## config.mk

```make
export PLATFORM = sky130hd
export DESIGN_NAME = cbc_bus_command_controller
export DESIGN_NICKNAME = d
export VERILOG_FILES = /design/src/rtl/cbc_bus_command_controller.v
export VERILOG_INCLUDE_DIRS = /design/src /design/src/inc
export SDC_FILE = /design/constraint.sdc
export NUM_CORES = 1
export LEC_CHECK = 0
export BUFFER_PORTS_ARGS = -buffer_cell sky130_fd_sc_hd__buf_2
export CORE_MARGIN = 5
export CORE_UTILIZATION = 48
export CTS_BUF_LIST = sky130_fd_sc_hd__clkbuf_16
export DETAILED_ROUTE_END_ITERATION = 10
export GPL_ROUTABILITY_DRIVEN = 0
export PLACE_DENSITY = 0.76
export REMOVE_ABC_BUFFERS = 1
export SLEW_MARGIN = 20
export SYNTH_ARGS = -nofsm -noshare
export SYNTH_HDL_FRONTEND = slang
export SYNTH_SLANG_ARGS = --single-unit
export TNS_END_PERCENT = 30
```

## constraint.sdc

```tcl
create_clock -name clock_i -period 6.2 [get_ports clock_i]
set_clock_uncertainty 0.1 [all_clocks]
set_input_delay 1.55 -clock clock_i [delete_from_list [all_inputs] [get_ports clock_i]]
set_output_delay 1.55 -clock clock_i [all_outputs]
set_load 0.1 [all_outputs]
```

## src/inc/cbc_consts.vh

```
// Purpose: Shared constants of the processor bus command controller.
// Assumes: Included by bare name from the design file.
// Notes: Definitions only.
`ifndef CBC_CONSTS_VH
`define CBC_CONSTS_VH

// Register byte addresses on the register bus.
`define CBC_ADDR_W 8
`define CBC_REG_CTRL 8'h00
`define CBC_REG_STATUS 8'h04
`define CBC_REG_CYCLES 8'h08
`define CBC_CTRL_RESET 1'b0
`define CBC_RESP_OKAY 2'b00
`define CBC_RESP_SLVERR 2'b10

// Status register fields.
`define CBC_ST_STATE 1:0
`define CBC_ST_TYPE 4:2
`define CBC_ST_SEL 5
`define CBC_ST_CMD 6
`define CBC_ST_GRANT 7

// Positions in the synchronised pin vector.
`define CBC_PIN_W 8
`define CBC_PIN_S0N 0
`define CBC_PIN_S1N 1
`define CBC_PIN_MEM 2
`define CBC_PIN_SEL 3
`define CBC_PIN_RDYN 4
`define CBC_PIN_DLY 5
`define CBC_PIN_CEN 6
`define CBC_PIN_AENN 7

// Cycle codes as {memory select, status one, status zero}.
`define CBC_CYC_INTERRUPT_ACK_COMMAND 3'h0
`define CBC_CYC_IORD 3'h1
`define CBC_CYC_IOWR 3'h2
`define CBC_CYC_HALT 3'h4
`define CBC_CYC_MRD 3'h5
`define CBC_CYC_MWR 3'h6

// Clock counts of shared-bus timing.
`define CBC_RD_DELAY_SHARED 2'h1
`define CBC_WR_DELAY_SHARED 2'h2
`define CBC_DEN_DELAY_SHARED 2'h1
`define CBC_GRANT_EDGES 2'h3
`define CBC_CNT_MAX 2'h3

`endif

```

## src/rtl/cbc_bus_command_controller.v

```verilog
// Purpose: Decodes processor status into command and transceiver controls.
// Assumes: One 25 MHz clock; all pins pass a two-flop synchroniser.
// Notes: Every output is registered; pin responses lag three clocks.
// Behaviour
// - Decode select and status lines into six cycles; five drive commands.
// - Idle waits; status state lasts one clock, command states two; low status starts.
// - Ready sampled high at command state end repeats it; low ends the cycle.
// - Back-to-back cycles keep the same output timing as isolated ones.
// - Standard mode keeps direction and enable high between consecutive writes.
// - Shared mode delays read and acknowledge command assertion by one clock.
// - Shared mode delays write command assertion by two clocks.
// - Shared mode delays transceiver enable rise for writes by two clocks.
// - Shared mode always drops transceiver enable between cycles.
// - Address latch pulses for the whole status state, except halt.
// - Cascade enable lasts one clock beyond latch, acknowledge cycles only; unselected ones end it with latch.
// - Acknowledge cycles are timed like reads apart from cascade enable.
// - Unselected cycles give no command; past status state, no enable, direction high.
// - Unselected cycles ignore delay, enable and ready until status restarts.
// - Cycle select is latched at status state end.
// - Standard writes raise enable in status state, selected or not; unselected drops it after status state.
// - Shared mode: withdrawn grant floats commands and forces transceiver enable low.
// - Shared mode: granted bus restores enable at once, commands three edges later.
// - Standard mode async enable low forces commands and enable inactive.
// - Command delay sampled at status end and each following edge.
// - Command delay affects command strobes only.
// - Released delay asserts command at once, or at shared timing earliest.
// - Ready before delay release issues no command; controls end normally.
//
// Decided for this implementation: the AXI4-Lite slave port and the register offsets.
`include "cbc_consts.vh"
`timescale 1ns/1ps
`default_nettype none

module cbc_bus_command_controller (
  input wire clock_i,                      // System clock, 25 MHz.
  input wire reset_i,                      // Asynchronous reset, high.
  input wire [7:0] s_axi_awaddr,           // Write address.
  input wire s_axi_awvalid,                // Write address valid.
  output reg s_axi_awready,                // Write address ready.
  input wire [31:0] s_axi_wdata,           // Write data.
  input wire [3:0] s_axi_wstrb,            // Write byte strobes.
  input wire s_axi_wvalid,                 // Write data valid.
  output reg s_axi_wready,                 // Write data ready.
  output reg [1:0] s_axi_bresp,            // Write response.
  output reg s_axi_bvalid,                 // Write response valid.
  input wire s_axi_bready,                 // Write response ready.
  input wire [7:0] s_axi_araddr,           // Read address.
  input wire s_axi_arvalid,                // Read address valid.
  output reg s_axi_arready,                // Read address ready.
  output reg [31:0] s_axi_rdata,           // Read data.
  output reg [1:0] s_axi_rresp,            // Read response.
  output reg s_axi_rvalid,                 // Read data valid.
  input wire s_axi_rready,                 // Read data ready.
  input wire status_line_zero_n_i,         // Processor status zero, low.
  input wire status_line_one_n_i,          // Processor status one, low.
  input wire memory_select_i,              // High memory, low I/O.
  input wire latched_cycle_select_i,       // Cycle select from decoder.
  input wire ready_n_i,                    // Ends cycle when low.
  input wire command_delay_i,              // Withholds commands when high.
  input wire async_command_enable_i,       // Standard mode enable.
  input wire shared_bus_grant_n_i,         // Shared mode grant, low.
  output reg interrupt_ack_command_n_o,    // Acknowledge strobe, low.
  output reg io_read_command_n_o,          // I/O read strobe, low.
  output reg io_write_command_n_o,         // I/O write strobe, low.
  output reg memory_read_command_n_o,      // Memory read strobe, low.
  output reg memory_write_command_n_o,     // Memory write strobe, low.
  output reg command_oe_o,                 // High while commands driven.
  output reg address_latch_o,              // Address latch strobe.
  output reg cascade_address_enable_o,     // Cascade address enable.
  output reg transceiver_enable_o,         // Data transceiver enable.
  output reg transfer_direction_o          // High write or idle, low read.
);

  localparam ST_IDLE = 2'b00;
  localparam ST_STAT = 2'b01;
  localparam ST_CMD1 = 2'b10;
  localparam ST_CMD2 = 2'b11;

  function is_read;
    input [2:0] t;
    begin
      is_read = (t == `CBC_CYC_INTERRUPT_ACK_COMMAND) || (t == `CBC_CYC_IORD) ||
                (t == `CBC_CYC_MRD);
    end
  endfunction

  function is_write;
    input [2:0] t;
    begin
      is_write = (t == `CBC_CYC_IOWR) || (t == `CBC_CYC_MWR);
    end
  endfunction

  function [1:0] sat_inc;
    input [1:0] c;
    begin
      sat_inc = (c == `CBC_CNT_MAX) ? c : c + 2'h1;
    end
  endfunction

  // Pin synchroniser; the first stage feeds only the second.
  reg [`CBC_PIN_W-1:0] meta_q;
  reg [`CBC_PIN_W-1:0] pin_q;
  wire [`CBC_PIN_W-1:0] pins;
  assign pins = {shared_bus_grant_n_i, async_command_enable_i,
                 command_delay_i, ready_n_i, latched_cycle_select_i,
                 memory_select_i, status_line_one_n_i,
                 status_line_zero_n_i};

  always @(posedge clock_i or posedge reset_i) begin
    if (reset_i) begin
      meta_q <= {`CBC_PIN_W{1'b1}};
      pin_q <= {`CBC_PIN_W{1'b1}};
    end else begin
      meta_q <= pins;
      pin_q <= meta_q;
    end
  end

  wire s0n = pin_q[`CBC_PIN_S0N];
  wire s1n = pin_q[`CBC_PIN_S1N];
  wire rdy_n = pin_q[`CBC_PIN_RDYN];
  wire dly = pin_q[`CBC_PIN_DLY];
  wire async_command_enable = pin_q[`CBC_PIN_CEN];
  wire aen_n = pin_q[`CBC_PIN_AENN];

  // Software state.
  reg shared_q;
  reg [31:0] cycles_q;
  reg aw_have_q;
  reg w_have_q;
  reg [7:0] aw_addr_q;
  reg [31:0] w_data_q;
  reg [3:0] w_strb_q;

  // Sequencer state.
  reg [1:0] state_q, state_d;
  reg [2:0] type_q, type_d;
  reg sel_q, sel_d;
  reg rel_q, rel_d;
  reg [1:0] tc_q, tc_d;
  reg [1:0] grant_q, grant_d;
  reg hold_q, hold_d;
  reg done;

  always @* begin
    state_d = state_q;
    type_d = type_q;
    sel_d = sel_q;
    rel_d = rel_q;
    tc_d = tc_q;
    hold_d = 1'b0;
    done = 1'b0;
    case (state_q)
      ST_IDLE: begin
        if (!s0n || !s1n) begin
          state_d = ST_STAT;
          type_d = {pin_q[`CBC_PIN_MEM], s1n, s0n};
          sel_d = 1'b0;
          rel_d = 1'b0;
        end
      end
      ST_STAT: begin
        sel_d = pin_q[`CBC_PIN_SEL];
        rel_d = !dly;
        tc_d = 2'h0;
        // Unselected cycles wait for the next status, deaf to controls.
        state_d = pin_q[`CBC_PIN_SEL] ? ST_CMD1 : ST_IDLE;
      end
      ST_CMD1: begin
        state_d = ST_CMD2;
        rel_d = rel_q | !dly;
        tc_d = sat_inc(tc_q);
      end
      default: begin
        rel_d = rel_q | !dly;
        tc_d = sat_inc(tc_q);
        if (!rdy_n) begin
          state_d = ST_IDLE;
          done = 1'b1;
          hold_d = !shared_q && is_write(type_q);
        end else begin
          state_d = ST_CMD1;
        end
      end
    endcase
  end

  always @* begin
    grant_d = aen_n ? 2'h0 : sat_inc(grant_q);
  end

  // Outputs derived from next state so they stay registered.
  reg active, rd, wr, permit, gate, cmd_on;
  reg [1:0] need;
  reg [4:0] cmd_n_d;
  reg oe_d, ale_d, mce_d, den_d, dir_d;

  always @* begin
    rd = is_read(type_d);
    wr = is_write(type_d);
    active = (state_d == ST_CMD1 || state_d == ST_CMD2) && sel_d &&
             type_d != `CBC_CYC_HALT;
    need = 2'h0;
    if (shared_q && wr) begin
      need = `CBC_WR_DELAY_SHARED;
    end else if (shared_q && rd) begin
      need = `CBC_RD_DELAY_SHARED;
    end
    permit = shared_q ? (!aen_n && grant_d >= `CBC_GRANT_EDGES) : async_command_enable;
    gate = shared_q ? !aen_n : async_command_enable;
    cmd_on = active && rel_d && tc_d >= need && permit;
    cmd_n_d = 5'h1f;
    if (cmd_on) begin
      case (type_d)
        `CBC_CYC_INTERRUPT_ACK_COMMAND: cmd_n_d = 5'h1e;
        `CBC_CYC_IORD: cmd_n_d = 5'h1d;
        `CBC_CYC_IOWR: cmd_n_d = 5'h1b;
        `CBC_CYC_MRD: cmd_n_d = 5'h17;
        `CBC_CYC_MWR: cmd_n_d = 5'h0f;
        default: cmd_n_d = 5'h1f;
      endcase
    end
    oe_d = shared_q ? !aen_n : 1'b1;
    ale_d = state_d == ST_STAT && type_d != `CBC_CYC_HALT;
    mce_d = type_d == `CBC_CYC_INTERRUPT_ACK_COMMAND &&
            (state_d == ST_STAT ||
             (state_d == ST_CMD1 && tc_d == 2'h0));
    if (rd) begin
      den_d = active;
    end else if (!wr) begin
      den_d = 1'b0;
    end else if (shared_q) begin
      den_d = active && tc_d >= `CBC_DEN_DELAY_SHARED;
    end else begin
      den_d = state_d == ST_STAT || active || hold_d;
    end
    den_d = den_d && gate;
    dir_d = !(rd && (state_d == ST_STAT || active));
  end

  always @(posedge clock_i or posedge reset_i) begin
    if (reset_i) begin
      state_q <= ST_IDLE;
      type_q <= `CBC_CYC_HALT;
      sel_q <= 1'b0;
      rel_q <= 1'b0;
      tc_q <= 2'h0;
      grant_q <= 2'h0;
      hold_q <= 1'b0;
      {memory_write_command_n_o, memory_read_command_n_o,
       io_write_command_n_o, io_read_command_n_o,
       interrupt_ack_command_n_o} <= 5'h1f;
      command_oe_o <= 1'b0;
      address_latch_o <= 1'b0;
      cascade_address_enable_o <= 1'b0;
      transceiver_enable_o <= 1'b0;
      transfer_direction_o <= 1'b1;
    end else begin
      state_q <= state_d;
      type_q <= type_d;
      sel_q <= sel_d;
      rel_q <= rel_d;
      tc_q <= tc_d;
      grant_q <= grant_d;
      hold_q <= hold_d;
      {memory_write_command_n_o, memory_read_command_n_o,
       io_write_command_n_o, io_read_command_n_o,
       interrupt_ack_command_n_o} <= cmd_n_d;
      command_oe_o <= oe_d;
      address_latch_o <= ale_d;
      cascade_address_enable_o <= mce_d;
      transceiver_enable_o <= den_d;
      transfer_direction_o <= dir_d;
    end
  end

  // Register bus slave: address and data may arrive in either order.
  wire aw_take = s_axi_awvalid && s_axi_awready;
  wire w_take = s_axi_wvalid && s_axi_wready;
  wire aw_now = aw_have_q || aw_take;
  wire w_now = w_have_q || w_take;
  wire [7:0] wa = aw_have_q ? aw_addr_q : s_axi_awaddr;
  wire [31:0] wd = w_have_q ? w_data_q : s_axi_wdata;
  wire [3:0] ws = w_have_q ? w_strb_q : s_axi_wstrb;
  wire do_wr = aw_now && w_now && !s_axi_bvalid;
  wire b_done = s_axi_bvalid && s_axi_bready;
  wire ar_take = s_axi_arvalid && s_axi_arready;

  wire [31:0] status_word;
  assign status_word = {24'h0, !aen_n, hold_q | rel_q, sel_q, type_q,
                        state_q};

  always @(posedge clock_i or posedge reset_i) begin
    if (reset_i) begin
      shared_q <= `CBC_CTRL_RESET;
      cycles_q <= 32'h0;
      aw_have_q <= 1'b0;
      w_have_q <= 1'b0;
      aw_addr_q <= 8'h0;
      w_data_q <= 32'h0;
      w_strb_q <= 4'h0;
      s_axi_awready <= 1'b0;
      s_axi_wready <= 1'b0;
      s_axi_bvalid <= 1'b0;
      s_axi_bresp <= `CBC_RESP_OKAY;
      s_axi_arready <= 1'b0;
      s_axi_rvalid <= 1'b0;
      s_axi_rdata <= 32'h0;
      s_axi_rresp <= `CBC_RESP_OKAY;
    end else begin
      if (done && sel_q) begin
        cycles_q <= cycles_q + 32'h1;
      end
      if (aw_take) begin
        aw_addr_q <= s_axi_awaddr;
      end
      if (w_take) begin
        w_data_q <= s_axi_wdata;
        w_strb_q <= s_axi_wstrb;
      end
      if (do_wr) begin
        aw_have_q <= 1'b0;
        w_have_q <= 1'b0;
        s_axi_bvalid <= 1'b1;
        s_axi_awready <= 1'b0;
        s_axi_wready <= 1'b0;
        if (wa == `CBC_REG_CTRL) begin
          if (ws[0]) begin
            shared_q <= wd[0];
          end
          s_axi_bresp <= `CBC_RESP_OKAY;
        end else if (wa == `CBC_REG_STATUS || wa == `CBC_REG_CYCLES) begin
          s_axi_bresp <= `CBC_RESP_OKAY;
        end else begin
          s_axi_bresp <= `CBC_RESP_SLVERR;
        end
      end else begin
        aw_have_q <= aw_now;
        w_have_q <= w_now;
        if (b_done) begin
          s_axi_bvalid <= 1'b0;
        end
        s_axi_awready <= !aw_now && !(s_axi_bvalid && !b_done);
        s_axi_wready <= !w_now && !(s_axi_bvalid && !b_done);
      end
      if (ar_take) begin
        s_axi_arready <= 1'b0;
        s_axi_rvalid <= 1'b1;
        s_axi_rresp <= `CBC_RESP_OKAY;
        if (s_axi_araddr == `CBC_REG_CTRL) begin
          s_axi_rdata <= {31'h0, shared_q};
        end else if (s_axi_araddr == `CBC_REG_STATUS) begin
          s_axi_rdata <= status_word;
        end else if (s_axi_araddr == `CBC_REG_CYCLES) begin
          s_axi_rdata <= cycles_q;
        end else begin
          s_axi_rdata <= 32'h0;
          s_axi_rresp <= `CBC_RESP_SLVERR;
        end
      end else if (s_axi_rvalid) begin
        if (s_axi_rready) begin
          s_axi_rvalid <= 1'b0;
          s_axi_arready <= 1'b1;
        end
      end else begin
        s_axi_arready <= 1'b1;
      end
    end
  end

endmodule

`default_nettype wire

```

# After elaboration in Yosys (flattened, before gate mapping)

Cells that the tools add are included.

Add/sub/neg operators: 3
$lt $le $gt $ge: 3
Equal/unequal tests: 19
Multiplexer cells: 51
Bitwise operators: 2
Reductions and logical operators: 56

Operators by type and width:

| cell                    | number |
|---|---|
| $mux W32                | 3 |
| $add A32 B1 Y32 const B | 1 |
| $mux W1                 | 27 |
| $logic_and A1 B1 Y1     | 25 |
| $pmux W5 S5             | 1 |
| $mux W2                 | 12 |
| $eq A8 B3 Y1 const B    | 2 |
| $eq A8 B4 Y1 const B    | 2 |
| $logic_not A8 Y1        | 2 |
| $logic_or A1 B1 Y1      | 12 |
| $logic_not A1 Y1        | 11 |
| $eq A2 B2 Y1 const B    | 5 |
| $eq A3 B3 Y1 const B    | 3 |
| $mux W8                 | 1 |
| $eq A3 B2 Y1 const B    | 2 |
| $mux W3                 | 2 |
| $pmux W2 S3             | 1 |
| $mux W5                 | 1 |
| $add A2 B1 Y2 const B   | 2 |
| $eq A2 B1 Y1 const B    | 2 |
| $logic_not A2 Y1        | 2 |
| $pmux W1 S2             | 2 |
| $pmux W2 S2             | 1 |
| $eq A3 B1 Y1 const B    | 1 |
| 10 further kinds        | 11 |

Bits in registers: 124
Input port bits: 67
Output and inout port bits: 51
Word-level logic and storage cells: 168

# Logic depth before layout (Yosys ltp)

Word-level depth: 14
Depth in mapped cells: 13
Depth with buffers taken out: 11

# Worst setup path after synthesis

No wires, ideal clock.

Kind: input -> register
Start point: input s_axi_wvalid
End point: register shared_q
Library setup time: 0.125 ns
Arrival: 2.744 ns
Required time: 5.975 ns
Slack: 3.232 ns
Cell stages on the path: 4
Path buffers: 0
Cells stage by stage: a21oi_1 > or3_4 > a2111oi_2 > mux2_2

Longest elaborated chain between the ends: 5

Ends and longest elaborated chain:

| item                               | line                             | source |
|---|---|---|
| start, declared                    | cbc_bus_command_controller.v:42  | `input wire s_axi_wvalid,` |
| $logic_and A1 B1 Y1                | cbc_bus_command_controller.v:280 | `wire w_take = s_axi_wvalid && s_axi_wready;` |
| $logic_or A1 B1 Y1                 | cbc_bus_command_controller.v:282 | `wire w_now = w_have_q \|\| w_take;` |
| $logic_and A1 B1 Y1 (2 in series)  | cbc_bus_command_controller.v:286 | `wire do_wr = aw_now && w_now && !s_axi_bvalid;` |
| $reduce_and A3 Y1 (no source line) | n/a                              |  |
| end signal, assigned               | cbc_bus_command_controller.v:296 | `` shared_q <= `CBC_CTRL_RESET; `` |
| end signal, assigned               | cbc_bus_command_controller.v:330 | `shared_q <= wd[0];` |
| end, declared                      | cbc_bus_command_controller.v:128 | `reg shared_q;` |

Every way passes these cells.
A chain may end at the register's enable or synchronous reset.

# Worst setup path in the final report

Start point: register state_q[1]
End point: register memory_read_command_n_o

Longest elaborated chain between the ends: 12
Elaborated cells between the ends (all ways): 33
Classes of those cells: order compare (1); eq/ne (9); mux (10); reduce/logical (13)

Ends and longest elaborated chain:

| item                                                    | line                             | source |
|---|---|---|
| start, declared                                         | cbc_bus_command_controller.v:137 | `reg [1:0] state_q, state_d;` |
| start signal, assigned                                  | cbc_bus_command_controller.v:260 | `state_q <= state_d;` |
| $logic_not A2 Y1 (*)                                    | n/a                              |  |
| $mux W3 (*)                                             | cbc_bus_command_controller.v:154 | `case (state_q)` |
| named net is_read.t[0]                                  | cbc_bus_command_controller.v:80  | `input [2:0] t;` |
| $eq A3 B1 Y1 / $logic_not A3 Y1 (equally long branches) | cbc_bus_command_controller.v:215 | `case (type_d)` |
| $logic_or A1 B1 Y1 (2 in series)                        | cbc_bus_command_controller.v:82  | `` is_read = (t == `CBC_CYC_INTERRUPT_ACK_COMMAND) \|\| (t == `CBC_CYC_IORD) \|\| `` |
| $logic_and A1 B1 Y1                                     | cbc_bus_command_controller.v:207 | `end else if (shared_q && rd) begin` |
| $mux W1                                                 | cbc_bus_command_controller.v:207 |  |
| $mux W2                                                 | cbc_bus_command_controller.v:205 | `if (shared_q && wr) begin` |
| $ge A2 B2 Y1                                            | cbc_bus_command_controller.v:212 | `cmd_on = active && rel_d && tc_d >= need && permit;` |
| $logic_and A1 B1 Y1 (2 in series)                       | cbc_bus_command_controller.v:212 |  |
| $mux W5 (*)                                             | cbc_bus_command_controller.v:214 | `if (cmd_on) begin` |
| named net cmd_n_d[3]                                    | cbc_bus_command_controller.v:196 | `reg [4:0] cmd_n_d;` |
| end, declared                                           | cbc_bus_command_controller.v:65  | `output reg memory_read_command_n_o,` |

The timed path passes the listed nets; every way through them passes the cells marked *.

==> reports/qor.yml <==
async_reset_ff_frac: 1.00
worstHoldPathType: "flip-flop to flip-flop"
drc_errors: 0
rsz0062_at_grt: "no"
drtAntennaViolNets: 0
setup_tns_ps: 0
synth_top_flop_cell: "dfrtp_1"
diodes: 0
startpoint_type: "flip-flop"
maxSlewHeadroom: 0.444
hold_violations: 0
path_max_fanout: 17
core_sq_um: 10700
synth-edff-count: 0
fillers: 874
cts_buffers: 17
vias_per_cell: 5.32
hold_depth: 0
rrSetupSlack_ps: 2700
clock.fmax_ghz: 0.286
clkTransAtPathRegs_ps: 50
num_rows: 38
leakagePower_nw: 3.05
clockRootBuffer: "clkbuf_16"
io_pins: 118
track_usage: 0.171
cp.arrival_ps: 3680
p_per_area_nw_per_um2: 438
port_buffers: 81
grt_max_degree: 82
start_util: 0.485
clockBufferDepth: 2
final-max-slew-violation-count: 0
fin_crit_ps: 3500
post-cts-setup-buffers: 0
cts_tree: "done"
max-cap-violations: 0
yosys-top-cells-count: "dfrtp_1 (99), nand2_1 (31), dfstp_2 (23), xnor2_1 (23), nor2_1 (20)"
cts_resized: 0
syn_to_final_growth_pct: 23.0
path_class: "flip-flop to flip-flop"
die_area_sq_um: 13000
layout.nets: 585
clock_latency_ps: 400
finalCritPeriodShare: 0.565
cts_num_sinks: 122
synth.area.top_cells: "dfrtp_1 (48%), dfstp_2 (12%), xnor2_1 (3.9%), a22o_2 (3.7%), mux2_2 (2.6%)"
yosysSeqAreaShare: 0.594
hp-start: "meta_q[6]"
synth_cell_type_count: 61
drt_iter0_drc: 184
startpoint: "state_q[1]"
first_pass_iters: 4
hpwl_um: 7170
synth_top_cell_by_area: "dfrtp_1"
wl_per_cell_um: 15.8
die_y_um: 114
wirelength_um: 10500
r2r-start: "state_q[1]"
ys_warn_count: 0
irDropWorstVdd_mv: 0.376
layout-drive-gt1-share: 0.354
yosysTopAreaCellShare: 0.478
status: "finished clean"
htree_num_levels: 4
power.total_w: 0.00279
grt_pass1_vias: 3791
synth_most_common_cell: "dfrtp_1"
worstRegToRegCells: 11
ys_ff_latch: 122
worstPathRequired_ps: 6380
grt_overflow_total: 0
syn_avg_cell_area_sq_um: 12.2
tightest_slew_ps: 826
dieWidth_um: 114
end_kind: "flip-flop"
syn_area_sq_um: 5180
antenna_found_initial: 0
syn_inst: 424
grt_pass1_wl_um: 17800
r2r-end: "memory_read_command_n_o"
holdBufCountCts: 0
setup_viol: 0
vias: 3537
worstHoldEndpoint: "pin_q[6]"
## per-layer routing
metal / track usage / share of wire / wire length [um]
met1: 0.209 / 0.42 / 4440
met2: 0.290 / 0.52 / 5450
met3: 0.0525 / 0.048 / 508
met4: 0.0538 / 0.0078 / 82
met5: 0 / 0 / 0
## layout make-up
cell class | instances | area (sq um) | area share
flip-flops and latches | 122 | 3080 | 0.484
repair buffers | 85 | 448 | 0.0703
clock inverters | 15 | 221 | 0.0347
clock buffers | 17 | 425 | 0.0667
inverters | 20 | 77.6 | 0.0122
well taps | 140 | 175 | 0.0275
multi-input cells | 266 | 1940 | 0.305
## worst max-delay path, cell delays in order, from the launching register on
cell and delay, ps:
dfrtp_1 730, nor3_1 160, o21bai_1 340, inv_1 110, ha_1 260, a21oi_1 290, nor3b_1 100, ha_1 280
nand2b_1 100, a21oi_1 70, a221oi_1 650, o211ai_1 190
## logic make-up after synthesis
kind of cell	share of synthesized area
DFF	0.594
xor gates and xnor gates	0.0524
other	0.000723
muxes	0.0326
and+or+nand+nor	0.148
AOI/OAI and AO/OA	0.124
adders and majority gates	0.0145
buffers and inverters	0.0328
## report_power, final
group,internal (W),leakage [nW],switching [W]
sequential,0.000919,1.56,0.000120
clock,0.000713,0.309,0.000356
combinational,0.000209,1.18,0.000471
total,0.00184,3.05,0.000947
## worst max-delay path by stage
stage,to,slack (ps)
after global routing,memory_read_command_n_o,2430
after floorplan,address_latch_o,1350
final,memory_read_command_n_o,2700
after detailed placement,memory_read_command_n_o,2820
after CTS,memory_read_command_n_o,2730
after global placement,s_axi_rdata[1],2870
## through the flow
stage	instances	instance area (sq um)	util	setup WS [ps]	hold WS (ps)
after floorplan	408	5090	-	1350	245
after global placement	632	5700	0.533	2870	245
after detailed placement	632	5700	0.533	2820	247
after CTS	664	6340	0.593	2730	255
after global routing	665	6370	0.596	2430	257
final	665	6370	0.596	2700	254
## layout by cell type (no fill, tap or decap), types with 4 or more instances in the layout
cell and instances:
a21oi_1 14, a222oi_1 4, a22o_1 7, a22o_2 19, and3_1 7, buf_2 81, bufinv_16 5, clkbuf_16 17
dfrtp_1 99, dfstp_2 23, ha_1 6, inv_1 18, mux2_2 12, nand2_1 31, nand3_1 15, nand4_1 15
nor2_1 20, nor2b_1 5, nor3_1 8, nor4_1 4, o21ai_0 10, o31ai_1 4, xnor2_1 23, xor2_1 8
## registers in the layout (all words and copies together) (netlist names), 2 cells and up
| signal | count |
|---|---|
| grant_q | 2 |
| meta_q | 8 |
| type_q | 3 |
| state_q | 2 |
| aw_addr_q | 8 |
| tc_q | 2 |
| cycles_q | 32 |
| s_axi_rdata | 32 |
| pin_q | 8 |
Power figures use the tool's default switching activity.
